`src/hdl/ddrcc_defines.vh`:
```
`ifndef DDRCC_DEFINES_VH
`define DDRCC_DEFINES_VH
`define DDRCC_CAL_LSB 7
`define DDRCC_CAL_MSB 9
`define DDRCC_CAL_EXIT 3'h0
`define DDRCC_CAL_DRV_HI 3'h1
`define DDRCC_CAL_DRV_LO 3'h2
`define DDRCC_CAL_ADJ 3'h4
`define DDRCC_CAL_DFLT 3'h7
`define DDRCC_AL_LSB 3
`define DDRCC_AL_MSB 5
`define DDRCC_BL_LSB 0
`define DDRCC_BL_MSB 2
`define DDRCC_BL4 3'h2
`define DDRCC_BL8 3'h3
`define DDRCC_CL_LSB 4
`define DDRCC_CL_MSB 6
`define DDRCC_AP_BIT 10
`define DDRCC_BA_MODE 3'h0
`define DDRCC_BA_EXT1 3'h1
`define DDRCC_ADJ_NOP 4'h0
`define DDRCC_ADJ_PU_INC 4'h1
`define DDRCC_ADJ_PU_DEC 4'h2
`define DDRCC_ADJ_PD_INC 4'h4
`define DDRCC_ADJ_PD_DEC 4'h8
`define DDRCC_ADJ_UU 4'h5
`define DDRCC_ADJ_DU 4'h6
`define DDRCC_ADJ_UD 4'h9
`define DDRCC_ADJ_DD 4'hA
`define DDRCC_STEP_MAX 4'hF
`define DDRCC_STEP_DFLT 4'h8
`define DDRCC_CMD_MODE 3'h0
`define DDRCC_CMD_PRE 3'h2
`define DDRCC_CMD_ACT 3'h3
`define DDRCC_CMD_WR 3'h4
`define DDRCC_CMD_RD 3'h5
`define DDRCC_AL_RST 3'h0
`define DDRCC_CL_RST 3'h3
`define DDRCC_BURST_SHORT 4'h4
`define DDRCC_BURST_LONG 4'h8
`endif

```
`src/hdl/ddrcc_core.v`:
```
`timescale 1ns/1ns
`include "ddrcc_defines.vh"
// Contract
// - Decode calibration field into five modes
// - Drive-high: data, strobe high; complement low
// - Drive-low: data, strobe low; complement high
// - Same code all lines; all outputs adjusted
// - Four beats form code; steps pull strengths
// - Strengths saturate within sixteen steps
// - Termination follows control pin when active
// - Termination off throughout self refresh
// - Precharge decode: cs, ras, we low
// - Auto-precharge bit closes all, else one bank
// - Chip select inactive means deselect
// - No-operation; operations in progress continue
// - Activate decode opens bank at row
// - Read decode uses programmed burst and latency
// - Write decode uses programmed burst length
// - Post command by additive latency; write one less
// - Additive latency from address bits three to five
module ddrcc_core #(
  parameter NBANK = 8,
  parameter DQW = 16,
  parameter ROWW = 13
) (
  input wire sys_clk,
  input wire rst_b,
  input wire cs_b,
  input wire ras_b,
  input wire cas_b,
  input wire we_b,
  input wire [2:0] bank_select_bits,
  input wire [ROWW-1:0] addr,
  input wire [DQW-1:0] dq_in,
  input wire self_refresh,
  input wire on_die_termination,
  output reg [DQW-1:0] dq_out,
  output reg [DQW-1:0] dq_oe,
  output reg [1:0] dqs_out,
  output reg [1:0] dqs_b_out,
  output reg [1:0] dqs_oe,
  output reg term_en,
  output reg [NBANK-1:0] bank_open,
  output reg [ROWW*NBANK-1:0] open_rows,
  output reg [2:0] output_driver_calibration,
  output reg [3:0] pullup_step,
  output reg [3:0] pulldown_step,
  output reg [2:0] additive_latency,
  output reg [2:0] column_latency,
  output reg [2:0] burst_len_code,
  output reg cmd_rd,
  output reg cmd_wr,
  output reg [3:0] read_latency,
  output reg [3:0] write_latency,
  output reg [3:0] burst_len,
  output reg [2:0] cmd_bank,
  output reg [ROWW-1:0] cmd_col
);
  localparam S_IDLE = 3'b001;
  localparam S_BEAT = 3'b010;
  localparam S_APPLY = 3'b100;

  // Two-flop synchronisers for all input pins except clock and reset
  reg [3:0] ctl_m_r, ctl_s_r;
  reg [2:0] ba_m_r, ba_s_r;
  reg [ROWW-1:0] a_m_r, a_s_r;
  reg [DQW-1:0] dq_m_r, dq_s_r;
  reg sr_m_r, sr_s_r, odt_m_r, odt_s_r;

  always @(posedge sys_clk or negedge rst_b) begin
    if (!rst_b) begin
      ctl_m_r <= 4'hF;
      ctl_s_r <= 4'hF;
      ba_m_r <= 3'h0;
      ba_s_r <= 3'h0;
      a_m_r <= {ROWW{1'b0}};
      a_s_r <= {ROWW{1'b0}};
      dq_m_r <= {DQW{1'b0}};
      dq_s_r <= {DQW{1'b0}};
      sr_m_r <= 1'b0;
      sr_s_r <= 1'b0;
      odt_m_r <= 1'b0;
      odt_s_r <= 1'b0;
    end else begin
      ctl_m_r <= {cs_b, ras_b, cas_b, we_b};
      ctl_s_r <= ctl_m_r;
      ba_m_r <= bank_select_bits;
      ba_s_r <= ba_m_r;
      a_m_r <= addr;
      a_s_r <= a_m_r;
      dq_m_r <= dq_in;
      dq_s_r <= dq_m_r;
      sr_m_r <= self_refresh;
      sr_s_r <= sr_m_r;
      odt_m_r <= on_die_termination;
      odt_s_r <= odt_m_r;
    end
  end

  // Command code match, masked off while deselected
  function is_cmd;
    input en;
    input [2:0] pins;
    input [2:0] code;
    begin
      is_cmd = en & (pins == code);
    end
  endfunction

  // Deselect: chip select high masks every other control input
  wire sel = ~ctl_s_r[3];
  wire dec_mrs = is_cmd(sel, ctl_s_r[2:0], `DDRCC_CMD_MODE);
  wire dec_pre = is_cmd(sel, ctl_s_r[2:0], `DDRCC_CMD_PRE);
  wire dec_act = is_cmd(sel, ctl_s_r[2:0], `DDRCC_CMD_ACT);
  wire dec_rd = is_cmd(sel, ctl_s_r[2:0], `DDRCC_CMD_RD);
  wire dec_wr = is_cmd(sel, ctl_s_r[2:0], `DDRCC_CMD_WR);
  wire set_base = dec_mrs & (ba_s_r == `DDRCC_BA_MODE);
  wire set_ext1 = dec_mrs & (ba_s_r == `DDRCC_BA_EXT1);
  wire [2:0] cal_field = a_s_r[`DDRCC_CAL_MSB:`DDRCC_CAL_LSB];

  function [3:0] sat_step;
    input [3:0] cur;
    input up;
    input dn;
    begin
      if (up && cur != `DDRCC_STEP_MAX) begin
        sat_step = cur + 4'h1;
      end else if (dn && cur != 4'h0) begin
        sat_step = cur - 4'h1;
      end else begin
        sat_step = cur;
      end
    end
  endfunction

  // Four-bit sum: both fields are three bits, so it never wraps
  function [3:0] lat_sum;
    input [2:0] al;
    input [2:0] cl;
    begin
      lat_sum = {1'b0, al} + {1'b0, cl};
    end
  endfunction

  reg [2:0] cal_st_r;
  reg [1:0] beat_r;
  reg [3:0] code_r;
  reg pu_up, pu_dn, pd_up, pd_dn;

  always @* begin
    pu_up = 1'b0;
    pu_dn = 1'b0;
    pd_up = 1'b0;
    pd_dn = 1'b0;
    case (code_r)
      `DDRCC_ADJ_PU_INC: pu_up = 1'b1;
      `DDRCC_ADJ_PU_DEC: pu_dn = 1'b1;
      `DDRCC_ADJ_PD_INC: pd_up = 1'b1;
      `DDRCC_ADJ_PD_DEC: pd_dn = 1'b1;
      `DDRCC_ADJ_UU: begin
        pu_up = 1'b1;
        pd_up = 1'b1;
      end
      `DDRCC_ADJ_DU: begin
        pu_dn = 1'b1;
        pd_up = 1'b1;
      end
      `DDRCC_ADJ_UD: begin
        pu_up = 1'b1;
        pd_dn = 1'b1;
      end
      `DDRCC_ADJ_DD: begin
        pu_dn = 1'b1;
        pd_dn = 1'b1;
      end
      default: pu_up = 1'b0;
    endcase
  end

  // Calibration drive and adjust modes, decoded once
  wire mode_drv_hi = (output_driver_calibration == `DDRCC_CAL_DRV_HI);
  wire mode_drv_lo = (output_driver_calibration == `DDRCC_CAL_DRV_LO);
  wire mode_adj = (output_driver_calibration == `DDRCC_CAL_ADJ);

  // Mode words and calibration
  always @(posedge sys_clk or negedge rst_b) begin
    if (!rst_b) begin
      output_driver_calibration <= `DDRCC_CAL_EXIT;
      additive_latency <= `DDRCC_AL_RST;
      column_latency <= `DDRCC_CL_RST;
      burst_len_code <= `DDRCC_BL4;
      pullup_step <= `DDRCC_STEP_DFLT;
      pulldown_step <= `DDRCC_STEP_DFLT;
      cal_st_r <= S_IDLE;
      beat_r <= 2'h0;
      code_r <= `DDRCC_ADJ_NOP;
    end else begin
      if (set_base) begin
        burst_len_code <= a_s_r[`DDRCC_BL_MSB:`DDRCC_BL_LSB];
        column_latency <= a_s_r[`DDRCC_CL_MSB:`DDRCC_CL_LSB];
      end
      if (set_ext1) begin
        additive_latency <= a_s_r[`DDRCC_AL_MSB:`DDRCC_AL_LSB];
        output_driver_calibration <= cal_field;
        if (cal_field == `DDRCC_CAL_DFLT) begin
          pullup_step <= `DDRCC_STEP_DFLT;
          pulldown_step <= `DDRCC_STEP_DFLT;
        end
      end
      case (cal_st_r)
        S_IDLE: begin
          beat_r <= 2'h0;
          // Adjust code is taken as a write burst while adjustable mode is set
          if (dec_wr && mode_adj) begin
            cal_st_r <= S_BEAT;
          end
        end
        S_BEAT: begin
          // Bit time zero lands in the MSB of the code
          code_r <= {code_r[2:0], dq_s_r[0]};
          beat_r <= beat_r + 2'h1;
          if (beat_r == 2'h3) begin
            cal_st_r <= S_APPLY;
          end
        end
        S_APPLY: begin
          // All data outputs share this one pair of step registers
          pullup_step <= sat_step(pullup_step, pu_up, pu_dn);
          pulldown_step <= sat_step(pulldown_step, pd_up, pd_dn);
          cal_st_r <= S_IDLE;
        end
        default: cal_st_r <= S_IDLE;
      endcase
    end
  end

  // Termination follows its pin except in self refresh
  always @(posedge sys_clk or negedge rst_b) begin
    if (!rst_b) begin
      term_en <= 1'b0;
    end else begin
      term_en <= odt_s_r & ~sr_s_r;
    end
  end

  // Pins under calibration drive modes
  always @(posedge sys_clk or negedge rst_b) begin
    if (!rst_b) begin
      dq_out <= {DQW{1'b0}};
      dq_oe <= {DQW{1'b0}};
      dqs_out <= 2'h0;
      dqs_b_out <= 2'h0;
      dqs_oe <= 2'h0;
    end else begin
      if (mode_drv_hi) begin
        dq_out <= {DQW{1'b1}};
        dqs_out <= 2'h3;
        dqs_b_out <= 2'h0;
        dq_oe <= {DQW{1'b1}};
        dqs_oe <= 2'h3;
      end else if (mode_drv_lo) begin
        dq_out <= {DQW{1'b0}};
        dqs_out <= 2'h0;
        dqs_b_out <= 2'h3;
        dq_oe <= {DQW{1'b1}};
        dqs_oe <= 2'h3;
      end else begin
        dq_out <= {DQW{1'b0}};
        dqs_out <= 2'h0;
        dqs_b_out <= 2'h0;
        dq_oe <= {DQW{1'b0}};
        dqs_oe <= 2'h0;
      end
    end
  end

  // Bank state; idle and deselect cycles leave it untouched
  integer b;
  always @(posedge sys_clk or negedge rst_b) begin
    if (!rst_b) begin
      bank_open <= {NBANK{1'b0}};
      open_rows <= {ROWW*NBANK{1'b0}};
    end else begin
      for (b = 0; b < NBANK; b = b + 1) begin
        if (dec_pre && (a_s_r[`DDRCC_AP_BIT] || ba_s_r == b[2:0])) begin
          bank_open[b] <= 1'b0;
        end else if (dec_act && ba_s_r == b[2:0]) begin
          bank_open[b] <= 1'b1;
          open_rows[b*ROWW +: ROWW] <= a_s_r;
        end
      end
    end
  end

  // Posted column commands
  // One delay line keeps reads and writes in issue order
  wire post_vld, post_wr;
  wire [ROWW+2:0] post_addr;
  ddrcc_post_delay #(
    .DEPTH(8),
    .AW(ROWW + 3)
  ) u_post (
    .sys_clk(sys_clk),
    .rst_b(rst_b),
    .delay(additive_latency),
    .in_vld(dec_rd | dec_wr),
    .in_wr(dec_wr),
    .in_addr({ba_s_r, a_s_r}),
    .out_vld(post_vld),
    .out_wr(post_wr),
    .out_addr(post_addr)
  );

  always @(posedge sys_clk or negedge rst_b) begin
    if (!rst_b) begin
      cmd_rd <= 1'b0;
      cmd_wr <= 1'b0;
      cmd_bank <= 3'h0;
      cmd_col <= {ROWW{1'b0}};
      read_latency <= 4'h0;
      write_latency <= 4'h0;
      burst_len <= `DDRCC_BURST_SHORT;
    end else begin
      cmd_rd <= post_vld & ~post_wr;
      cmd_wr <= post_vld & post_wr;
      if (post_vld) begin
        cmd_bank <= post_addr[ROWW+2:ROWW];
        cmd_col <= post_addr[ROWW-1:0];
      end
      read_latency <= lat_sum(additive_latency, column_latency);
      write_latency <= lat_sum(additive_latency, column_latency) - 4'h1;
      burst_len <= (burst_len_code == `DDRCC_BL8) ? `DDRCC_BURST_LONG : `DDRCC_BURST_SHORT;
    end
  end
endmodule

```
`src/hdl/ddrcc_post_delay.v`:
```
`timescale 1ns/1ns
// Holds a read or write command for a programmable number of cycles
module ddrcc_post_delay #(
  parameter DEPTH = 8,
  parameter AW = 14
) (
  input wire sys_clk,
  input wire rst_b,
  input wire [2:0] delay,
  input wire in_vld,
  input wire in_wr,
  input wire [AW-1:0] in_addr,
  output reg out_vld,
  output reg out_wr,
  output reg [AW-1:0] out_addr
);
  reg [DEPTH-1:0] vld_r;
  reg [DEPTH-1:0] wr_r;
  reg [AW-1:0] addr_r [0:DEPTH-1];
  integer i;

  always @(posedge sys_clk or negedge rst_b) begin
    if (!rst_b) begin
      vld_r <= {DEPTH{1'b0}};
      wr_r <= {DEPTH{1'b0}};
      for (i = 0; i < DEPTH; i = i + 1) begin
        addr_r[i] <= {AW{1'b0}};
      end
    end else begin
      vld_r <= {vld_r[DEPTH-2:0], in_vld};
      wr_r <= {wr_r[DEPTH-2:0], in_wr};
      addr_r[0] <= in_addr;
      for (i = 1; i < DEPTH; i = i + 1) begin
        addr_r[i] <= addr_r[i-1];
      end
    end
  end

  // Delay 0 passes straight through; delay n picks stage n-1
  always @* begin
    if (delay == 3'h0) begin
      out_vld = in_vld;
      out_wr = in_wr;
      out_addr = in_addr;
    end else begin
      out_vld = vld_r[delay - 3'h1];
      out_wr = wr_r[delay - 3'h1];
      out_addr = addr_r[delay - 3'h1];
    end
  end
endmodule

```
`config.mk`:
```
export PLATFORM = sky130hd
export DESIGN_NAME = ddrcc_core
export DESIGN_NICKNAME = d
export VERILOG_FILES = /design/src/hdl/ddrcc_core.v /design/src/hdl/ddrcc_post_delay.v
export VERILOG_INCLUDE_DIRS = /design/src /design/src/hdl
export SDC_FILE = /design/constraint.sdc
export NUM_CORES = 1
export LEC_CHECK = 0
export BUFFER_PORTS_ARGS = -buffer_cell sky130_fd_sc_hd__buf_2
export CORE_MARGIN = 10
export CORE_UTILIZATION = 30
export CTS_CLUSTER_SIZE = 8
export DETAILED_ROUTE_END_ITERATION = 6
export PLACE_DENSITY = 0.5
export SYNTH_ARGS = -nofsm -noshare
export SYNTH_HDL_FRONTEND = slang
export SYNTH_SLANG_ARGS = --single-unit
```
`constraint.sdc`:
```
create_clock -name sys_clk -period 5.9 [get_ports sys_clk]
set_clock_uncertainty 0.15 [all_clocks]
set_input_delay 0.885 -clock sys_clk [delete_from_list [all_inputs] [get_ports sys_clk]]
set_output_delay 0.885 -clock sys_clk [all_outputs]
set_load 0.03 [all_outputs]
```
# Yosys cells after proc, flatten, opt, wreduce, memory -nomap -nowiden
# Index checks and enable logic that the tools add are counted.
[op_classes]
addsub = 8
n_mul = 0
div_mod_pow = 0
order_cmp = 2
eq_ne = 34
n_shift = 0
n_mux = 50
bitwise = 23
n_reduce_logical = 60
[ops]
columns = ["operator", "count"]
rows = [
  ["2-to-1 mux 16 bit", 6],
  ["binary-select mux 16 bit (select 3 bit)", 1],
  ["2-to-1 mux 4 bit", 9],
  ["== test 3 bit, second input constant", 9],
  ["2-to-1 mux 1 bit", 24],
  ["nonzero test 2 bit", 11],
  ["== test 3 x 2 -> 1 bit, second input constant", 7],
  ["logical AND 1 bit", 21],
  ["AND reduction 2 bit", 9],
  ["== test 4 x 3 -> 1 bit, second input constant", 3],
  ["== test 4 bit, second input constant", 3],
  ["OR reduction 3 bit", 4],
  ["subtractor 4 x 1 -> 4 bit, second input constant", 3],
  ["inverter 1 bit", 11],
  ["bitwise AND 1 bit", 10],
  ["== test 3 x 1 -> 1 bit, second input constant", 3],
  ["zero test 3 bit", 3],
  ["adder 4 x 1 -> 4 bit, second input constant", 2],
  ["logical OR 1 bit", 8],
  ["2-to-1 mux 2 bit", 4],
  ["!= test 4 bit, second input constant", 2],
  ["nonzero test 4 bit", 2],
  ["binary-select mux 1 bit (select 3 bit)", 2],
  ["2-to-1 mux 3 bit", 2],
  ["other kinds (15)", 18],
]
[totals]
register_bits = 400
latch_bits = 0
ramBits = 0
romBits = 0
wordCells = 237
memories = 0

# Longest topological paths before layout
[logic_depth]
ltp_word = 7
depth_mapped = 12

# Cells and area by module
# Synthesis repeated with hierarchy kept, for this count alone.
[unflattened]
hier_cells = 848
area_unflattened_um2 = 13447.9
[by_module_without_submodules]
columns = ["mod", "n_inst", "cells_each", "area_per_inst_um2", "seq_area_each_um2"]
rows = [
  ["ddrcc_core", 1, 572, 8464.4, 5499.0],
  ["ddrcc_post_delay", 1, 276, 4983.5, 3603.5],
]

# Worst setup path before layout
# Ideal clock, no wire load.
[synth_path]
path_type = "flip-flop to flip-flop"
start = "register additive_latency[0]"
end = "register cmd_bank[0]"
setup_time_ns = 0.125
arrival_ns = 3.133
path_slack_ns = 2.492
stages_incl_launch_ff = 12
cell_sequence = "dfrtp_1 -> clkbuf_1 -> clkbuf_1 -> inv_1 -> ha_1 -> buf_6 -> mux2_4 -> o41ai_1 -> nor4_2 -> a21oi_4 -> buf_12 -> mux2_4"
[synth_via]
elab_chain_cells = 6
word_cells_on_any_way = 10
cone_classes = "add/sub (1); mux (7); bitwise (1); reduce/logical (1)"
[synth_lines]
columns = ["element", "line_no", "text"]
rows = [
  ["start, declared", "ddrcc_core.v:48", "output reg [2:0] additive_latency,"],
  ["start signal, assigned", "ddrcc_core.v:189", "additive_latency <= `DDRCC_AL_RST;"],
  ["start signal, assigned", "ddrcc_core.v:203", "additive_latency <= a_s_r[`DDRCC_AL_MSB:`DDRCC_AL_LSB];"],
  ["subtractor 3 x 1 -> 3 bit", "ddrcc_post_delay.v:46, ddrcc_post_delay.v:48", ""],
  ["inverter 3 -> 4 bit (not written as such)", "ddrcc_post_delay.v:48", "out_addr = addr_r[delay - 3'h1];"],
  ["binary-select mux 16 bit (select 3 bit)", "ddrcc_post_delay.v:48", ""],
  ["2-to-1 mux 16 bit (not written as such) (2 in a row)", "ddrcc_post_delay.v:48", ""],
  ["2-to-1 mux 16 bit", "ddrcc_post_delay.v:41", "if (delay == 3'h0) begin"],
  ["end signal, assigned", "ddrcc_core.v:327", "cmd_bank <= post_addr[ROWW+2:ROWW];"],
  ["end, declared", "ddrcc_core.v:56", "output reg [2:0] cmd_bank,"],
]
# Several ways; a longest one is shown, not always the timed one. The select of a mux whose other input is x is not followed.
# A chain may end at the register's enable or synchronous reset.

# Final worst setup path
[layout_path]
start = "register additive_latency[1]"
end = "register cmd_col[5]"
[layout_via]
elab_chain_cells = 6
word_cells_on_any_way = 10
cone_classes = "add/sub (1); mux (7); bitwise (1); reduce/logical (1)"
[layout_lines]
columns = ["element", "line_no", "text"]
rows = [
  ["subtractor 3 x 1 -> 3 bit", "ddrcc_post_delay.v:46, ddrcc_post_delay.v:48", ""],
  ["inverter 3 -> 4 bit (not written as such)", "ddrcc_post_delay.v:48", ""],
  ["binary-select mux 16 bit (select 3 bit)", "ddrcc_post_delay.v:48", ""],
  ["2-to-1 mux 16 bit (not written as such) (2 in a row)", "ddrcc_post_delay.v:48", ""],
  ["2-to-1 mux 16 bit", "ddrcc_post_delay.v:41", ""],
  ["end signal, assigned", "ddrcc_core.v:319", "cmd_col <= {ROWW{1'b0}};"],
  ["end signal, assigned", "ddrcc_core.v:328", "cmd_col <= post_addr[ROWW-1:0];"],
  ["end, declared", "ddrcc_core.v:57", "output reg [ROWW-1:0] cmd_col"],
]
# Several ways; a longest one is shown, not always the timed one. The select of a mux whose other input is x is not followed.

==> results.md <==
Drt:
- The final route contains 8649 vias.
- Using the TritonRoute via totals, the vias-per-cell ratio works out to around 4.7.
- For this block, the routed nets add up to 36.7 mm of wire.
- The first detailed-routing pass took 5 iterations.
- Dividing the detail-routed wire length by the instance count gives 19.9 um.
- After detailed routing, the number of remaining DRC violations is 0.
- The first routing iteration left 484 violations.
- The detail route stage leaves a number of antenna-violating nets equal to 0.

STA:
- The maximum clock rate is around 0.29 GHz.
- In this run the tightest slew margin relative to its limit is 31.2%.
- The pin slew with the least headroom to its limit is 1.03 ns.
- Setup repair after global routing left no endpoint under its margin.
- Setup violations remaining at the end of the flow were counted as 0.
- The setup TNS is 0 ns.
- The count of pins over their slew limit came to 0.
- The post-layout worst setup margin is 2.43 ns.
- The worst path uses 58.8% of the clock period.
- The number of failing hold endpoints at the final stage is 0.
- The clock period minus worst slack is ~3.5 ns.

Logic synthesis:
- Yosys printed 0 warnings.
- Synthesis produced 1008 cells.
- The share of flip-flops with an asynchronous set or reset is 100%.
- The number of distinct library cells after synthesis is 60.
- A synthesized cell averages roughly 14 um2.
- The synthesized flop and latch total is around 360.
- The netlist area before placement is 14200 um2.
- Yosys mapped a number of flops with a built-in enable equal to 0.
- The register area share after synthesis is 64.2%.
- The most used flip-flop cell after synthesis is dfrtp_1.

Pwr:
- The portion of total power attributed to the clock network is 37.1%.
- Of the total power, registers draw 40.5%.
- The leakage power is between 0.008 and 0.009 uW.
- The switching power share of the total is 31.1%.
- The design internal power is 4960 uW.
- Of the total power, combinational logic draws 22.4%.
- The peak ir drop on the vdd network is ~0.23 mV.
- Dividing total power by cell area gives a power density of 421 nW/um2.
- For this design the total switching power over the nets is 2240 uW.

Global routing:
- The met2 routing resource usage after global routing is 20.5%.
- In the global route stage, overall resource usage came out at 13.1%.
- The wire length of the first global-routing pass is 57.8 mm.
- The peak-usage layer in the global routing report is met2.
- For this run, global-route usage on met3 was measured as under 10%.
- The global-route congestion overflow total is 0.
- The initial antenna violation count is 1.
- The number of global-route vias before repair is approximately 9400.
- The maximum number of pins on one net before global-route repair is 113.
- For met1 alone, demand over resource in global routing was roughly 16%.

Clock network:
- The clock latency on the worst-skew pair is 0.57 ns.
- In this run the clock root is driven by a clkbuf_16.
- The H-tree was split into 2 levels.
- TritonCTS created 51 clock buffers.
- Clock-pin slew was measured on the worst setup and hold paths at 0.05 ns.
- The TritonCTS clock tree is built.
- The count of buffers added by post-CTS timing repair for setup is 0.
- No sink is reached through more buffers than the 3 on the longest clock path.
- The number of gates resized after CTS was 0.
- The clock net sink count is 363.
- The number of hold buffers added after CTS was 0.

Floorplan:
- The die is 237 um wide.
- The floorplan has 79 rows.
- The floorplan step defined a die boundary enclosing 56300 um2.
- The number of placed I/O pins is around 240.
- The core area is 46700 um2.
- From bottom edge to top edge, the die measures roughly 240 um.
- The starting utilization of the core area is 30.4%.

Worst setup path:
- STA classifies the critical path endpoint as a register.
- The kind of cell with the highest combined delay on the critical path is compound AO/OA/AOI/OAI gates.
- The largest driver fanout on the critical path is 47.
- STA puts the critical path data arrival time at around 3.8 ns.
- The number of logic stages on the critical path including buffering is 7.
- The path type of the worst setup path is register to register.
- The slowest library cell on the worst path is ha_4.
- The type of origin of the critical path is a register.
- In this design, the stage delay of the slowest critical-path cell is 0.78 ns.
- The critical path buffer and inverter count is 1.
- STA puts the critical path data required time at 6.19 ns.
- Measured in cells, the most critical reg-to-reg path has a length of 7.
- Traced cell by cell, the critical path runs through inv_1, ha_4, mux2_4, o41ai_1, nor4_2, a21oi_4, mux2_2.

Placement:
- In this run, placement finished with an instance count of 1754.
- The setup slack at placement is about 2.3 ns.
- The number of port buffers is around 220.
- The HPWL after detailed placement is between 20 and 25 mm.
- The global placer's final weighted congestion is 0.736.

Min path:
- The worst min-delay path class is register to register.
- The worst hold path was traced through 0 stages.

Outcome:
- The flow ran to the end, and the final reports show no timing, DRC or antenna violations.

Finish:
- Excluding fillers, the count of instances in the completed layout stands at 1841.
- Once layout is complete, the utilization of the core stands at 36.7%.
- The share of final-layout standard cells stronger than drive strength 1 is 38.7%.
- The net count of the finished layout is roughly 1300.
- Compared with the post-synthesis result, the final layout area differs by 20.7%.

Run:
- Max-cap violations in this run came to 0.
-- through the flow --
stage          cell area, um2  power (uW)  hold slack (ns)
2_1_floorplan           14200        4120            0.181
3_3_place_gp            15700        4580            0.182
3_5_place_dp            15700        4600            0.185
4_1_cts                 17100        7340            0.196
5_1_grt                 17100        7580            0.200
6_report                17100        7200            0.194
-- cells by family after synthesis --
family | synth area share (%)
xor+xnor | 0.433
fa+ha+maj | 1.39
other cells | 0.0265
flops | 64.2
mux | 16.5
compound gates | 8.11
buf+inv | 4.44
simple gates | 4.90
-- synth_stat cells, types with 3 or more instances --
cell       instances  share of area, %
mux2_2           145                12
o22a_1            17               1.1
nand2b_1           4              0.18
ha_1              11              0.97
fa_1               3              0.42
buf_2             19              0.67
a22oi_1           34               1.8
mux2_1            18               1.4
mux2_4             9              0.95
dfrtp_1          348                61
clkbuf_1          38               1.0
o2111ai_1         16              0.99
nor2_1            47               1.2
xor2_1             5              0.31
nor2b_1            6              0.26
a21o_1             6              0.32
o31ai_1            3              0.16
inv_1             16              0.42
nor3_1             6              0.21
mux2i_1           32               2.3
o31a_1            16              0.99
a21oi_1           24              0.85
buf_1              3             0.079
dfstp_2           15               2.8
nand3_1           11              0.39
nand2_1           39               1.0
buf_4             37               2.0
o21ai_0           31               1.1
nor3b_1            5              0.26
nor4_1             3              0.13
-- registers in the layout, indices dropped and copies added (netlist names), 3 cells and up --
register                   cells
a_m_r                         13
a_s_r                         13
cmd_col                       13
write_latency                  4
u_post.vld_r                   8
output_driver_calibration      3
u_post.addr_r                128
ba_s_r                         3
open_rows                    104
bank_open                      8
cmd_bank                       3
ctl_s_r                        4
code_r                         4
cal_st_r                       3
read_latency                   4
pulldown_step                  4
burst_len_code                 3
column_latency                 3
u_post.wr_r                    8
additive_latency               3
pullup_step                    4
ba_m_r                         3
ctl_m_r                        4
-- worst paths after layout --
kind | from | end | slack (ns)
min in group asynchronous | rst_b | u_post.addr_r[113] | 0.22
max in group asynchronous | rst_b | u_post.addr_r[27] | 4.09
setup reg to reg | additive_latency[1] | cmd_col[5] | 2.43
hold / removal | sr_m_r | sr_s_r | 0.19
hold reg to reg | sr_m_r | sr_s_r | 0.19
setup / recovery | additive_latency[1] | cmd_col[5] | 2.43
-- cell usage in the layout (no fill, tap or decap), types with 3 or more instances in the layout --
| cell type | instances |
|---|---|
| a21o_1 | 6 |
| a21oi_1 | 24 |
| a22oi_1 | 34 |
| buf_2 | 222 |
| buf_4 | 14 |
| clkbuf_1 | 31 |
| clkbuf_16 | 53 |
| dfrtp_1 | 348 |
| dfstp_2 | 15 |
| fa_1 | 3 |
| ha_1 | 10 |
| inv_1 | 16 |
| mux2_1 | 18 |
| mux2_2 | 145 |
| mux2_4 | 9 |
| mux2i_1 | 32 |
| nand2_1 | 39 |
| nand2b_1 | 4 |
| nand3_1 | 11 |
| nor2_1 | 46 |
| nor2b_1 | 5 |
| nor3_1 | 6 |
| nor3b_1 | 5 |
| nor4_1 | 3 |
| o2111ai_1 | 16 |
| o21ai_0 | 31 |
| o22a_1 | 17 |
| o31a_1 | 16 |
| o31ai_1 | 3 |
| xor2_1 | 5 |
-- power by group through the flow --
stage / Combinational (uW) / Clock [uW] / Sequential [uW]
2_1_floorplan: 809 / 0 / 3310
6_report: 1610 / 2670 / 2910
5_1_grt: 1740 / 2880 / 2950
3_5_place_dp: 1640 / 0 / 2960
3_3_place_gp: 1630 / 0 / 2950
4_1_cts: 1650 / 2780 / 2920
-- metal layers --
layer,vias up,share of wire [%]
met4,0,1.9
li1,3943,-
met2,215,47
met1,4436,44
met5,-,0
met3,55,7.7
-- worst register-to-register path, stage by stage (launching register included) --
cell,delay [ns]
dfrtp_1,0.37
inv_1,0.13
ha_4,0.78
mux2_4,0.38
o41ai_1,0.33
nor4_2,0.10
a21oi_4,0.68
mux2_2,0.43
-- area by class of cell --
class	count	area [um2]
clock buffer	84	1440
tap	607	759
sequential	363	9100
timing repair buffer	238	1250
clock inverter	1	5.00
antenna	2	5.00
fill	4551	29600
multi-input combinational	530	4480
inverter	16	60.1
Power figures use the tool's default switching activity.
